File: config.mk
export PLATFORM = sky130hd
export DESIGN_NAME = clc_core
export DESIGN_NICKNAME = d
export VERILOG_FILES = /design/src/rtl/clc_pkg.sv /design/src/rtl/clc_core.sv
export VERILOG_INCLUDE_DIRS = /design/src /design/src/rtl
export SDC_FILE = /design/constraint.sdc
export NUM_CORES = 1
export LEC_CHECK = 0
export BUFFER_PORTS_ARGS = -buffer_cell sky130_fd_sc_hd__buf_2
export CAP_MARGIN = 20
export CORE_MARGIN = 2
export CORE_UTILIZATION = 52
export DETAILED_ROUTE_END_ITERATION = 8
export PLACE_DENSITY = 0.78
export RECOVER_POWER = 25
export SLEW_MARGIN = 25
export SYNTH_ARGS = -nofsm -noshare
export SYNTH_HDL_FRONTEND = slang
export SYNTH_SLANG_ARGS = --single-unit
export TNS_END_PERCENT = 5
File: constraint.sdc
create_clock -name i_mclk -period 3.7 [get_ports i_mclk]
set_input_delay 0.37 -clock i_mclk [delete_from_list [all_inputs] [get_ports i_mclk]]
set_output_delay 0.37 -clock i_mclk [all_outputs]
set_load 0.05 [all_outputs]
File: src/rtl/clc_map.svh
// register offsets, field positions, reset values and timing counts
`ifndef CLC_MAP_SVH
`define CLC_MAP_SVH

`define CLC_OFF_GAIN       4'h0
`define CLC_OFF_ATTEN      4'h1
`define CLC_OFF_CTRL       4'h2
`define CLC_OFF_PIO        4'h3
`define CLC_OFF_STATUS     4'h4
`define CLC_OFF_MONITOR    4'h5

`define CLC_CTRL_MIC_BYP   0
`define CLC_CTRL_BOOST_OFF 1
`define CLC_CTRL_MUTE_LINE 2
`define CLC_CTRL_MUTE_SPK  3
`define CLC_CTRL_SRC       4
`define CLC_CTRL_MCK_LO    5
`define CLC_CTRL_MCK_HI    6
`define CLC_CTRL_DIV_LO    7
`define CLC_CTRL_DIV_HI    9

`define CLC_CTRL_RST       10'h000
`define CLC_PIO_RST        2'h3
`define CLC_GAIN_MAX       4'hf
`define CLC_ATTEN_MAX      6'h3f
`define CLC_ZC_TIMEOUT     9'h1ff
`define CLC_CAL_FRAMES     8'hc2
`define CLC_MIC_BOOST_DB   20
`define CLC_SPK_BOOST_DB   3
`define CLC_MCLK_STOP_NS   5000
`define CLC_MCLK_PERIOD_NS 8
`define CLC_MCLK_STOP_CYC  (`CLC_MCLK_STOP_NS / `CLC_MCLK_PERIOD_NS)

`endif

File: src/rtl/clc_pkg.sv
// types shared by the level, calibration and clock control block
package clc_pkg;
   typedef enum logic [2:0] {
      CLC_CAL_IDLE = 3'b001,
      CLC_CAL_RUN  = 3'b010,
      CLC_CAL_DONE = 3'b100
   } clc_cal_t;

   typedef struct packed {
      logic [15:0] left;
      logic [15:0] right;
   } clc_stereo_t;

   typedef struct packed {
      logic [3:0]  gain_req;
      logic [5:0]  atten_req;
      logic [9:0]  ctrl;
      logic [1:0]  pio_out;
      logic [3:0]  mon_att;
      logic [7:0]  gain_act;
      logic [11:0] atten_act;
      logic [8:0]  gain_tmo;
      logic [8:0]  atten_tmo;
      logic [15:0] adc_prev_l;
      logic [15:0] adc_prev_r;
      logic [15:0] dac_prev_l;
      logic [15:0] dac_prev_r;
      clc_cal_t    cal;
      logic [7:0]  cal_cnt;
      logic        data_mode_d;
      logic        fs_d;
      logic [1:0]  pio_in;
      logic [9:0]  mclk_idle;
      logic        filt_off;
      logic [15:0] rd_data;
      clc_stereo_t dac_mix;
      logic [2:0]  rdiv;
      logic        rclk;
      logic        rclk_run;
      logic [15:0] frame_cnt;
      logic [15:0] frame_len;
      logic [1:0]  pio_pend;
      logic        pio_pend_v;
   } clc_state_t;
endpackage

File: src/rtl/clc_core.sv
// level stepping, mute/boost, monitor mix, calibration, pio and clock control
//
// The implementer's own choices: strobed register access and the register addresses.
`timescale 1ns/1ns
`default_nettype none
`include "clc_map.svh"

// Operation
// bypass bit removes 20 dB mic stage
// input gain 0..22.5 dB, 1.5 dB steps
// gain applied at zero crossing, 511-frame forcing
// attenuation 0..94.5 dB, zero crossing, forced
// line/headphone mute; speaker sum, own mute
// boost-off clear adds 3 dB headphone/speaker
// monitor attenuated ADC added to DAC, clipped
// calibrate on leaving reset
// calibrate when data mode select rises
// calibration 194 frames, serial data zero
// invalid flag high during calibration only
// during calibration ignore control except source; the code ignores source select writes too
// controller waits 50 ms before calibration
// pio open drain, zero drives low
// pio readable control, read/write data mode
// pio timing tied to frame edges; the code samples the pins on the bit clock in control mode
// filters off on clock or frame stop
// unselected crystal oscillator powered down
// rate clock glitch-free 256x frame rate
// rate clock stops low after control mode
// rate clock duty per divide code
// controller derives frames from rate clock
// zero crossing is sign change; restart timeout
module clc_core
#(
   parameter int CAL_FRAMES = 194,
   parameter int ZC_FRAMES  = 511
)
(
   input  wire logic               i_mclk,
   input  wire logic               i_sys_rst,
   input  wire logic [3:0]         i_addr,
   input  wire logic [15:0]        i_wdata,
   input  wire logic               i_wr,
   input  wire logic               i_rd,
   output logic [15:0]             o_rdata,
   input  wire logic               i_data_mode,
   input  wire logic               i_frame_sync,
   input  wire logic               i_frame_valid,
   input  wire logic               i_bit_clk_rise,
   input  wire logic               i_mclk_tick,
   input  wire clc_pkg::clc_stereo_t i_adc,
   input  wire clc_pkg::clc_stereo_t i_dac_in,
   input  wire logic [15:0]        i_ser_out,
   output logic [15:0]             o_serial_data_output,
   output clc_pkg::clc_stereo_t    o_dac_mix,
   output logic                    o_conversion_invalid_flag,
   output logic                    o_mic_boost_on,
   output logic [7:0]              o_in_gain,
   output logic [11:0]             o_out_atten,
   output logic                    o_line_en,
   output logic                    o_spk_en,
   output logic                    o_hp_spk_boost,
   output logic                    o_spk_boost,
   output logic                    o_cal_input_src,
   input  wire logic [1:0]         i_pio,
   output logic [1:0]              o_pio,
   output logic [1:0]              o_pio_oe_n,
   output logic                    o_filt_pd,
   output logic                    o_first_crystal_oscillator_pd,
   output logic                    o_second_crystal_oscillator_pd,
   output logic                    o_rate_clock_output
);

   clc_pkg::clc_state_t s_reg;
   clc_pkg::clc_state_t s_next;

   logic       cal_busy;
   logic       frame_rise;
   logic [1:0] mck_sel;
   logic [2:0] div_code;
   logic [1:0]  gain_zc;
   logic [1:0]  atten_zc;
   logic [15:0] adc_cur [2];
   logic [15:0] adc_old [2];
   logic [15:0] dac_cur [2];
   logic [15:0] dac_old [2];
   logic [16:0] sum_l;
   logic [16:0] sum_r;
   logic [15:0] mon_l;
   logic [15:0] mon_r;
   logic [2:0]  div_len;

   ////////////////////////////////////////////////////////////////////////
   function automatic logic [15:0] clip16(input logic [16:0] v);
      if (v[16] != v[15])
         clip16 = v[16] ? 16'h8000 : 16'h7fff;
      else
         clip16 = v[15:0];
   endfunction

   // one crossing detector per channel: index 1 is left, 0 is right
   genvar ch;
   generate
      for (ch = 0; ch < 2; ch++)
      begin : g_zc
         assign gain_zc[ch]  = adc_cur[ch][15] != adc_old[ch][15];
         assign atten_zc[ch] = dac_cur[ch][15] != dac_old[ch][15];
      end
   endgenerate

   always_comb
   begin
      cal_busy   = (s_reg.cal == clc_pkg::CLC_CAL_RUN);
      frame_rise = i_frame_sync & ~s_reg.fs_d;
      mck_sel    = s_reg.ctrl[`CLC_CTRL_MCK_HI:`CLC_CTRL_MCK_LO];
      div_code   = s_reg.ctrl[`CLC_CTRL_DIV_HI:`CLC_CTRL_DIV_LO];
      // samples feeding the per-channel crossing detectors
      adc_cur[1] = i_adc.left;
      adc_cur[0] = i_adc.right;
      adc_old[1] = s_reg.adc_prev_l;
      adc_old[0] = s_reg.adc_prev_r;
      dac_cur[1] = i_dac_in.left;
      dac_cur[0] = i_dac_in.right;
      dac_old[1] = s_reg.dac_prev_l;
      dac_old[0] = s_reg.dac_prev_r;

      // monitor level is an arithmetic right shift of the converter samples
      mon_l = $signed(i_adc.left) >>> s_reg.mon_att;
      mon_r = $signed(i_adc.right) >>> s_reg.mon_att;
      sum_l = {i_dac_in.left[15], i_dac_in.left} + {mon_l[15], mon_l};
      sum_r = {i_dac_in.right[15], i_dac_in.right} + {mon_r[15], mon_r};
      // codes 3 and 5 divide by three: high one of three periods
      case (div_code)
         3'h3, 3'h5: div_len = 3'h2;
         default:    div_len = 3'h1;
      endcase
   end

   ////////////////////////////////////////////////////////////////////////
   // next state: bus, pins, levels, calibration and clocks
   always_comb
   begin
      s_next = s_reg;
      s_next.fs_d = i_frame_sync;
      s_next.data_mode_d = i_data_mode;
      s_next.rd_data = 16'h0000;

      // a pending data mode pin write lands on the frame start; a write in
      // the same cycle stays pending for the next frame
      if (i_data_mode && frame_rise && s_reg.pio_pend_v)
      begin
         s_next.pio_out    = s_reg.pio_pend;
         s_next.pio_pend_v = 1'b0;
      end

      // register writes; calibration keeps all control, source select included
      if (i_wr)
      begin
         // only the source bit would matter here, and it must stay put
         if (cal_busy)
         begin
            if (i_addr == `CLC_OFF_CTRL)
               s_next.ctrl[`CLC_CTRL_SRC] = s_reg.ctrl[`CLC_CTRL_SRC];
         end
         else if (i_addr == `CLC_OFF_GAIN)
         begin
            s_next.gain_req = i_wdata[3:0];
            s_next.gain_tmo = 9'h000;
         end
         else if (i_addr == `CLC_OFF_ATTEN)
         begin
            s_next.atten_req = i_wdata[5:0];
            s_next.atten_tmo = 9'h000;
         end
         else if (i_addr == `CLC_OFF_CTRL)
            s_next.ctrl = i_wdata[9:0];
         else if (i_addr == `CLC_OFF_PIO && i_data_mode)
         begin
            s_next.pio_pend   = i_wdata[1:0];
            s_next.pio_pend_v = 1'b1;
         end
         else if (i_addr == `CLC_OFF_MONITOR)
            s_next.mon_att = i_wdata[3:0];
      end

      // read data stand for one cycle only, zero otherwise
      if (i_rd)
      begin
         if (i_addr == `CLC_OFF_GAIN)
            s_next.rd_data = {12'h000, s_reg.gain_req};
         else if (i_addr == `CLC_OFF_ATTEN)
            s_next.rd_data = {10'h000, s_reg.atten_req};
         else if (i_addr == `CLC_OFF_CTRL)
            s_next.rd_data = {6'h00, s_reg.ctrl};
         else if (i_addr == `CLC_OFF_PIO)
            s_next.rd_data = {12'h000, s_reg.pio_out, s_reg.pio_in};
         else if (i_addr == `CLC_OFF_STATUS)
            s_next.rd_data = {13'h0000, s_reg.filt_off, cal_busy,
                              s_reg.cal == clc_pkg::CLC_CAL_DONE};
         else if (i_addr == `CLC_OFF_MONITOR)
            s_next.rd_data = {12'h000, s_reg.mon_att};
      end

      // pio sampling: data mode on frame edge, control mode on bit clock
      // control mode reads therefore come back within the same frame
      if (i_data_mode ? frame_rise : i_bit_clk_rise)
         s_next.pio_in = i_pio;

      // per-frame level stepping; each channel has its own crossing detector
      if (i_frame_valid)
      begin
         s_next.adc_prev_l = i_adc.left;
         s_next.adc_prev_r = i_adc.right;
         s_next.dac_prev_l = i_dac_in.left;
         s_next.dac_prev_r = i_dac_in.right;

         // input gain: left in the upper nibble, right in the lower
         if (s_reg.gain_act != {s_reg.gain_req, s_reg.gain_req})
         begin
            if (s_reg.gain_tmo == 9'(ZC_FRAMES - 1))
            begin
               // no crossing in time: force both channels
               s_next.gain_act = {s_reg.gain_req, s_reg.gain_req};
               s_next.gain_tmo = 9'h000;
            end
            else
            begin
               s_next.gain_tmo = s_reg.gain_tmo + 9'h001;
               if (gain_zc[1])
                  s_next.gain_act[7:4] = s_reg.gain_req;
               if (gain_zc[0])
                  s_next.gain_act[3:0] = s_reg.gain_req;
            end
         end

         // output attenuation: left in the upper six bits, right below
         if (s_reg.atten_act != {s_reg.atten_req, s_reg.atten_req})
         begin
            if (s_reg.atten_tmo == 9'(ZC_FRAMES - 1))
            begin
               // no crossing in time: force both channels
               s_next.atten_act = {s_reg.atten_req, s_reg.atten_req};
               s_next.atten_tmo = 9'h000;
            end
            else
            begin
               s_next.atten_tmo = s_reg.atten_tmo + 9'h001;
               if (atten_zc[1])
                  s_next.atten_act[11:6] = s_reg.atten_req;
               if (atten_zc[0])
                  s_next.atten_act[5:0] = s_reg.atten_req;
            end
         end

         // monitor mix clips instead of wrapping
         s_next.dac_mix.left  = clip16(sum_l);
         s_next.dac_mix.right = clip16(sum_r);
      end

      // calibration sequencer
      case (s_reg.cal)
         // armed by reset: start at once
         clc_pkg::CLC_CAL_IDLE:
         begin
            s_next.cal = clc_pkg::CLC_CAL_RUN;
            s_next.cal_cnt = 8'h00;
         end
         // count frame starts; the last one ends calibration
         clc_pkg::CLC_CAL_RUN:
         begin
            if (frame_rise)
            begin
               if (s_reg.cal_cnt == 8'(CAL_FRAMES - 1))
                  s_next.cal = clc_pkg::CLC_CAL_DONE;
               else
                  s_next.cal_cnt = s_reg.cal_cnt + 8'h01;
            end
         end
         // stay done until the next data mode entry
         clc_pkg::CLC_CAL_DONE:
         begin
            if (i_data_mode && !s_reg.data_mode_d)
               s_next.cal = clc_pkg::CLC_CAL_IDLE;
         end
         default: s_next.cal = clc_pkg::CLC_CAL_IDLE;
      endcase
      // entering data mode restarts calibration from any state
      if (i_data_mode && !s_reg.data_mode_d)
      begin
         s_next.cal = clc_pkg::CLC_CAL_RUN;
         s_next.cal_cnt = 8'h00;
      end

      // idle detection: master clock ticks and frame edges
      // the master clock counts as stopped after a fixed time without ticks
      if (i_mclk_tick)
         s_next.mclk_idle = 10'h000;
      else if (s_reg.mclk_idle != 10'(`CLC_MCLK_STOP_CYC))
         s_next.mclk_idle = s_reg.mclk_idle + 10'h001;

      // a frame gap longer than the last measured period means frames stopped
      if (i_frame_valid)
      begin
         s_next.frame_cnt = 16'h0000;
         s_next.frame_len = s_reg.frame_cnt;
      end
      else if (s_reg.frame_cnt != 16'hffff)
         s_next.frame_cnt = s_reg.frame_cnt + 16'h0001;
      // filters only; the rest of the block keeps running
      s_next.filt_off = (s_reg.mclk_idle == 10'(`CLC_MCLK_STOP_CYC))
                      | (s_reg.frame_cnt > s_reg.frame_len);

      // rate clock divider; runs only on master clock ticks, so a source
      // switch changes only the tick timing and cannot chop a high phase
      if (i_mclk_tick)
      begin
         if (s_reg.rdiv >= div_len)
         begin
            s_next.rdiv = 3'h0;
            // run state changes only at a period boundary, never mid-pulse
            s_next.rclk_run = i_data_mode;
            s_next.rclk = i_data_mode;
         end
         else
         begin
            s_next.rdiv = s_reg.rdiv + 3'h1;
            // low for the rest of the period: 50% on divide by two,
            // high one third on divide by three
            s_next.rclk = 1'b0;
         end
      end
   end

   ////////////////////////////////////////////////////////////////////////
   always_ff @(posedge i_mclk)
   begin
      if (i_sys_rst)
      begin
         // control cleared, pins released, calibration armed
         s_reg           <= '0;
         s_reg.ctrl      <= `CLC_CTRL_RST;
         s_reg.pio_out   <= `CLC_PIO_RST;
         s_reg.cal       <= clc_pkg::CLC_CAL_IDLE;
      end
      else
         s_reg <= s_next;
   end

   ////////////////////////////////////////////////////////////////////////
   assign o_rdata                   = s_reg.rd_data;
   assign o_serial_data_output      = cal_busy ? 16'h0000 : i_ser_out;
   assign o_conversion_invalid_flag = cal_busy;
   assign o_dac_mix                 = s_reg.dac_mix;
   // analog settings from the control register and the applied gain and attenuation levels
   assign o_mic_boost_on            = ~s_reg.ctrl[`CLC_CTRL_MIC_BYP];
   assign o_in_gain                 = s_reg.gain_act;
   assign o_out_atten               = s_reg.atten_act;
   assign o_line_en                 = ~s_reg.ctrl[`CLC_CTRL_MUTE_LINE];
   assign o_spk_en                  = ~s_reg.ctrl[`CLC_CTRL_MUTE_SPK];
   assign o_hp_spk_boost            = ~s_reg.ctrl[`CLC_CTRL_BOOST_OFF];
   assign o_spk_boost               = ~s_reg.ctrl[`CLC_CTRL_BOOST_OFF];
   assign o_cal_input_src           = s_reg.ctrl[`CLC_CTRL_SRC];
   // pins never drive high; the enable alone pulls them low
   assign o_pio                     = 2'h0;
   assign o_pio_oe_n                = s_reg.pio_out;
   // power and clocks
   assign o_filt_pd                 = s_reg.filt_off;
   assign o_first_crystal_oscillator_pd                = (mck_sel != 2'h1);
   assign o_second_crystal_oscillator_pd                = (mck_sel != 2'h2);
   assign o_rate_clock_output       = s_reg.rclk & s_reg.rclk_run;

endmodule
`default_nettype wire

==> summary.txt, run 1 <==
Run status
  – Status: finished, violations left
  – Failing checks: capacitance limit, slew limit, setup timing

Clocking
  – CTS tree: yes
  – Skew-Pair Late Insertion Delay: 0.43 ns
  – Clock root cell: clkbuf_16
  – CTS clk-pin slew, worst paths: 0.07 ns
  – CTS buffer count: 17
  – Clk sinks: 176
  – Max Buffers Root-to-Sink: 2
  – H-tree depth: 4
  – CTS hold repair buffers: 0

GRT
  – First-pass GRT wire length: 51.6 mm
  – Initial antenna violation count: 0
  – GRT Resource Usage Total: 0.262
  – Largest net degree at the start of global routing: 77
  – Grt ovf: 0
  – Vias in the first global route: 10700

Place
  – Worst slack, placed: -0.123 ns
  – Gpl congestion: 0.946
  – Post-DP HPWL: 23.7 mm
  – Cell Area, Placed: 13100 um2
  – Port Buffers: 195

Detailed routing
  – Post-Route WL: 32.7 mm
  – Initial DRC Count: 724
  – Average wire per standard cell: 16.7 um
  – Via count: 11400
  – Drt first pass iters: 8
  – Antenna-violating nets left: 0
  – Via-to-Cell Ratio: 5.82
  – # DRC: 0

Synth
  – Async SR Flop Fraction: 0
  – Area contributors post-synth: dfxtp_1 30%, mux2i_1 8.3%, nor2_1 6.8%
  – Synth Flop Type: dfxtp_1
  – EDFF count, synth: 0
  – Cell count after synthesis: 1473
  – Avg Inst Size Synth: 8.08 um2
  – Post-synth top cells: 216 x nor2_1, 176 x dfxtp_1, 99 x mux2i_1, 91 x a21oi_1, 90 x nand2_1
  – Yosys warns: 0
  – Most common cell in the netlist: nor2_1
  – Cell taking the most area after synthesis: dfxtp_1
  – Synth cell types: 85
  – #FFs+latches synth: 176
  – Mapped Area: 11900 um2
  – Post-synth top area share: 0.296
  – Seq/Total Area, Yosys: 0.296

Setup path
  – WP data required: 4.00 ns
  – Worst path slowest cell: dfxtp_4
  – Setup crit start kind: flop
  – Most frequent CP cell: nor2_1
  – Crit path arrival time: 4.03 ns
  – Crit Path Category: flop to flop
  – Worst path cell trace: buf_12 > buf_16 > mux2i_4 > a21oi_1 > mux2_4 > nor2_1 > nor2_1 > ha_1 > inv_1 > fa_2 > nand2b_4 > a2111oi_2 > nor2_1 > o41ai_2 > xor2_1 > a2111oi_2 > a31oi_1
  – Worst reg-to-reg setup slack: -0.03 ns
  – CP endpoint kind: flop
  – Crit path max fanout: 6
  – CP max stage delay: 0.38 ns

STA
  – RSZ-0062 raised after global routing: yes
  – Clk_skew: approximately 0.014 ns
  – Slew headroom: -0.0181
  – Final WS setup: -0.0318 ns
  – Slew Limit Fails: 77
  – Setup-failing EPs final: 2
  – Tcrit/Tclk final: 1.01
  – Hold Fails Final Rpt: 0
  – Fmax: 268 MHz
  – Final min period: between 3 and 4 ns
  – Worst-Margin Slew: 1.53 ns

Layout
  – Max reg flops: ~100
  – Ant diodes: 0
  – Final-stage net count: 1832
  – Post-route cell area: around 14000 um2
  – Area delta synth->final: 19.5%
  – Share of cells above drive strength 1: 0.243

Power
  – Int Power: 0.00352 W
  – Gate power share: 0.304
  – Sw power: approximately 0.0019 W
  – Power density over the cells: 379 nW/um2
  – Leak pwr: 6.28 nW
  – Clock share of power: 0.319
  – Seq pwr share: 0.377
  – Max rail drop VDD: 253 uV
  – Switching share of power: 0.347

Run
  – Max_cap viols: 1

Hold path
  – HP Class: primary input to flop

Floorplan
  – Die ar.: 24100 um2
  – Core Region: 22600 um2
  – Ports: 210
  – Row cnt: 55
  – Die Y: ~160 um
  – Initial core utilization: 0.528
  – Die Width: 155 um
==> placed cells by master, fill, tap and decap left out, types with 8 or more instances in the layout <==
cell type | netlist | final
a211oi_1 | 24 | 19
a21o_1 | 10 | 10
a21oi_1 | 91 | 87
a31oi_1 | 17 | 16
and2_1 | 29 | 29
and3_1 | 26 | 25
buf_2 | 9 | 147
buf_4 | 73 | 94
clkbuf_1 | 51 | 48
clkbuf_16 | 0 | 18
conb_1 | 1 | 8
dfxtp_1 | 176 | 174
ha_1 | 60 | 53
inv_1 | 51 | 51
mux2_2 | 19 | 18
mux2i_1 | 99 | 89
nand2_1 | 90 | 90
nand2b_1 | 16 | 15
nand3_1 | 41 | 41
nand4_1 | 25 | 25
nor2_1 | 216 | 213
nor2b_1 | 26 | 24
nor3_1 | 29 | 28
o211ai_1 | 9 | 9
o21a_1 | 9 | 9
o21ai_0 | 65 | 52
o21ai_1 | 5 | 14
o221a_2 | 17 | 17
o31ai_1 | 9 | 9
xnor2_1 | 16 | 15
xor2_1 | 33 | 33
==> per-stage QoR <==
| stage | TNS [ns] | total power, W | utilization | hold WS [ns] | instances |
|---|---|---|---|---|---|
| finish | -0.0328 | 0.00539 | 0.630 | 0.178 | 1957 |
| global route | -2.84 | 0.00563 | 0.630 | 0.186 | 1957 |
| CTS | -0.0576 | 0.00532 | 0.618 | 0.165 | 1947 |
| detailed placement | -1.58 | 0.00358 | 0.582 | 0.451 | 1908 |
| global placement | -0.753 | 0.00355 | 0.582 | 0.439 | 1908 |
| floorplan | 0 | 0.00321 | - | 0.426 | 1480 |
==> power by group through the flow <==
stage / clock (W) / sequential (W) / combinational, W
4_1_cts: 0.00174 / 0.00203 / 0.00156
3_5_place_dp: 0 / 0.00207 / 0.00151
5_1_grt: 0.00183 / 0.00204 / 0.00176
2_1_floorplan: 0 / 0.00206 / 0.00115
6_report: 0.00172 / 0.00203 / 0.00164
3_3_place_gp: 0 / 0.00207 / 0.00148
==> area by class of cell <==
cell class | count | area (um2)
multi-input cells | 1110 | 7760
fillers | 1906 | 8350
inverters | 53 | 199
repair buffers | 301 | 1820
clock buffers | 17 | 425
flip-flops and latches | 176 | 3530
well taps | 285 | 357
clock inverters | 15 | 134
==> critical path: cells and delay by family, from the launching register on <==
kind | cells | cell delay [ns]
and+or+nand+nor | 4 | 0.50
AOI/OAI and AO/OA | 5 | 1.22
xor gates and xnor gates | 1 | 0.20
DFF | 1 | 0.38
adders and majority gates | 2 | 0.59
muxes | 2 | 0.38
buffers and inverters | 3 | 0.34
==> repair_timing <==
action                     in CTS  in global routing
cloned                          2                  2
gates resized for setup        40                 55
pin swaps                      17                 22
buffers inserted                5                  8
setup endpoints to repair      29                 31
==> path summary, 6_finish.rpt <==
kind	startpoint	endpoint	depth (start not counted)
setup / recovery	s_reg[217]	o_dac_mix[12]	17
hold / removal	i_wdata[6]	mck_sel[1]	3
setup reg to reg	s_reg[217]	o_dac_mix[12]	17
hold reg to reg	s_reg[35]	s_reg[35]	2
==> routing by layer <==
metal  wire (um)  share of wire  track usage  up-vias
met5           0              0            0        -
met4         805          0.025       0.0769        0
met3        1730          0.053       0.0396       82
met2       16200           0.50        0.468      402
met1       13900           0.43        0.325     5340
li1            -              -            -     5561
==> cells by family after synthesis <==
kind of cell    share of synthesized area
compound gates                      0.193
xor+xnor                           0.0360
fa+ha+maj                          0.0672
buf+inv                            0.0858
flops                               0.296
mux                                 0.107
other cells                      0.000315
simple gates                        0.214
Power figures use the tool's default switching activity.
==> inputs of run 2 (changes only) <==
- CORE_UTILIZATION: 52 -> 62
- MAX_ROUTING_LAYER: unset -> met4
- PLACE_DENSITY: 0.78 -> 0.87
- clock period: 3.7 -> 4.4 ns (I/O delays scaled with it)
==> run 2 against run 1 <==
  * The flow finishes with violations (capacitance limit, slew limit)
  * Global-route usage up 4.2 points
  * Die area decreased by 16%
  * Largest cell class unchanged
  * Combinational power fell by 27%
  * Clock power decreased by 13%
  * Highest routed layer unchanged
==> summary.txt, run 2 (same netlist as run 1, synthesis figures left out) <==
Detailed routing
  – Average wire per standard cell: 16.9 um
  – Antenna-violating nets left: 0
  – Via count: ~11000
  – Via-to-Cell Ratio: 6.15
  – Post-Route WL: ~30 mm
  – Initial DRC Count: 980
  – Drt first pass iters: 5
  – # DRC: 0

Clocking
  – Clk sinks: 176
  – Max Buffers Root-to-Sink: 2
  – Skew-Pair Late Insertion Delay: between 0.4 and 0.5 ns
  – CTS tree: yes
  – Clock root cell: clkbuf_16
  – CTS clk-pin slew, worst paths: 0.07 ns
  – CTS buffer count: 17
  – Post-CTS Setup Repair Bufs: 0
  – CTS hold repair buffers: 0
  – H-tree depth: 4

Setup path
  – Cell family with most CP delay: compound AO/OA/AOI/OAI gates
  – Worst reg-to-reg setup slack: 0.27 ns
  – WP data required: 4.70 ns
  – CP endpoint kind: flop
  – Worst r2r src: s_reg[217]
  – Crit path arrival time: 4.43 ns
  – Reg-to-reg endpoint: o_dac_mix[11]
  – CP max stage delay: between 0.5 and 0.6 ns
  – Crit path max fanout: 21
  – Setup crit start kind: flop
  – R2R depth: 14
  – Crit Path Category: flop to flop
  – Worst path slowest cell: dfxtp_4
  – Worst path cell trace: buf_4 > mux2_2 > o21ai_0 > a21oi_1 > o21ai_0 > inv_1 > ha_1 > a211oi_2 > o21ai_1 > and4_4 > o31a_4 > o21a_1 > a2111oi_0 > a311oi_1
  – Buf/Inv on CP: 2
  – Most frequent CP cell: o21ai_0

Layout
  – Area delta synth->final: 9.44%
  – Max reg flops: 101
  – Commonest cells after routing, fill and taps aside: 216 x nor2_1, 174 x dfxtp_1, 155 x buf_2, 99 x mux2i_1, 91 x a21oi_1
  – Final-stage net count: 1742
  – Share of cells above drive strength 1: 0.167
  – Commonest non-fill, non-tap cell in the layout: nor2_1
  – Fillers: 1473

Floorplan
  – Core Region: roughly 19000 um2
  – Initial core utilization: 0.634
  – Row cnt: 50
  – Die Y: 143 um
  – Ports: 210
  – Die ar.: 20300 um2
  – Die Width: 143 um

Run status
  – Status: finished, violations left
  – Failing checks: capacitance limit, slew limit

Hold path
  – HP Class: primary input to flop
  – Hold_sp: i_wdata[6]
  – Worst Hold Depth: 3
  – Hold EP: mck_sel[1]

Place
  – Post-DP HPWL: 22.8 mm
  – Port Buffers: 195
  – Gpl congestion: 0.957

GRT
  – GRT Resource Usage Total: 0.303
  – Grt ovf: 0
  – Largest net degree at the start of global routing: between 70 and 80
  – Vias in the first global route: 10200
  – First-pass GRT wire length: between 40 and 50 mm
  – Initial antenna violation count: 1

Power
  – Max rail drop VDD: between 200 and 300 uV
  – Leak pwr: approximately 5.8 nW
  – Power density over the cells: 337 nW/um2

STA
  – Worst hold margin: 0.243 ns
  – Setup TNS Final: 0 ns
  – Setup-failing EPs final: 0
  – Tcrit/Tclk final: 0.939
  – Hold Fails Final Rpt: 0
  – RSZ-0062 raised after global routing: no
  – Worst-Margin Slew: 3.36 ns
  – Slew headroom: -1.24
  – Clk_skew: 0.00763 ns
  – Fmax: 242 MHz
  – Final min period: between 4 and 5 ns
  – Slew Limit Fails: 126

Run
  – Max_cap viols: 2
## run 2: cell count changes in the layout (fill, tap and decap cells not counted), moves of 5 or more
cell | previous run | this run
mux2i_4 | 6 | 0
buf_6 | 5 | 0
a211oi_1 | 19 | 24
o21ai_0 | 52 | 65
buf_4 | 94 | 14
ha_1 | 53 | 60
mux2i_1 | 89 | 99
o21ai_1 | 14 | 5
buf_2 | 147 | 155
## run 2: layout make-up
class                      count  area, um2  share of cell area
antenna                        1       2.50            0.000192
timing repair buffer         211       1040              0.0797
clock buffer                  23        478              0.0367
clock inverter                 8        104             0.00797
sequential                   176       3530               0.271
multi-input combinational   1110       7390               0.567
inverter                      53        199              0.0153
tap                          234        293              0.0225
## run 2: stage by stage
step / instance area (um2) / power, W / setup slack, ns / util / std cells
finish: 13000 / 0.00439 / 0.267 / 0.694 / 1816
global route: 13000 / 0.00458 / 0.0335 / 0.694 / 1816
CTS: 13100 / 0.00439 / 0.153 / 0.697 / 1815
detailed placement: 12500 / 0.00291 / 0.171 / 0.666 / 1784
global placement: 12500 / 0.00288 / 0.283 / 0.666 / 1784
floorplan: 11900 / 0.00270 / 0.585 / - / 1480
## run 2: worst max-delay path by stage
| stage | cells after the start | slack, ns | endpoint | from |
|---|---|---|---|---|
| floorplan | 17 | 0.59 | o_dac_mix[13] | s_reg[216] |
| global placement | 14 | 0.28 | o_dac_mix[13] | s_reg[217] |
| detailed placement | 14 | 0.17 | o_dac_mix[11] | s_reg[217] |
| CTS | 14 | 0.15 | o_dac_mix[11] | s_reg[217] |
| global route | 18 | 0.03 | o_dac_mix[29] | s_reg[216] |
| finish | 14 | 0.27 | o_dac_mix[11] | s_reg[217] |
## run 2: metal layers
| metal | track usage | part of all wire |
|---|---|---|
| met3 | 0.0592 | 0.068 |
| met4 | 0.112 | 0.036 |
| met1 | 0.377 | 0.42 |
| met5 | - | 0 |
| met2 | 0.490 | 0.47 |
## run 2: worst register-to-register path: cells and delay by family (launching register included)
kind                       cells  cell delay [ns]
and+or+nand+nor                1             0.18
adders and majority gates      1             0.32
muxes                          1             0.36
AOI/OAI and AO/OA              9             2.24
DFF                            1             0.54
buffers and inverters          2             0.36
## run 2: report_power, final
group	switching [W]	internal, W
combinational	0.000798	0.000389
clock	0.000612	0.000881
sequential	0.0000466	0.00166
## run 2: what timing repair did
action	4_1_cts	5_1_grt
endpoints found under the setup margin	0	7
endpoints found under the hold margin	0	0
gates resized for setup	0	2
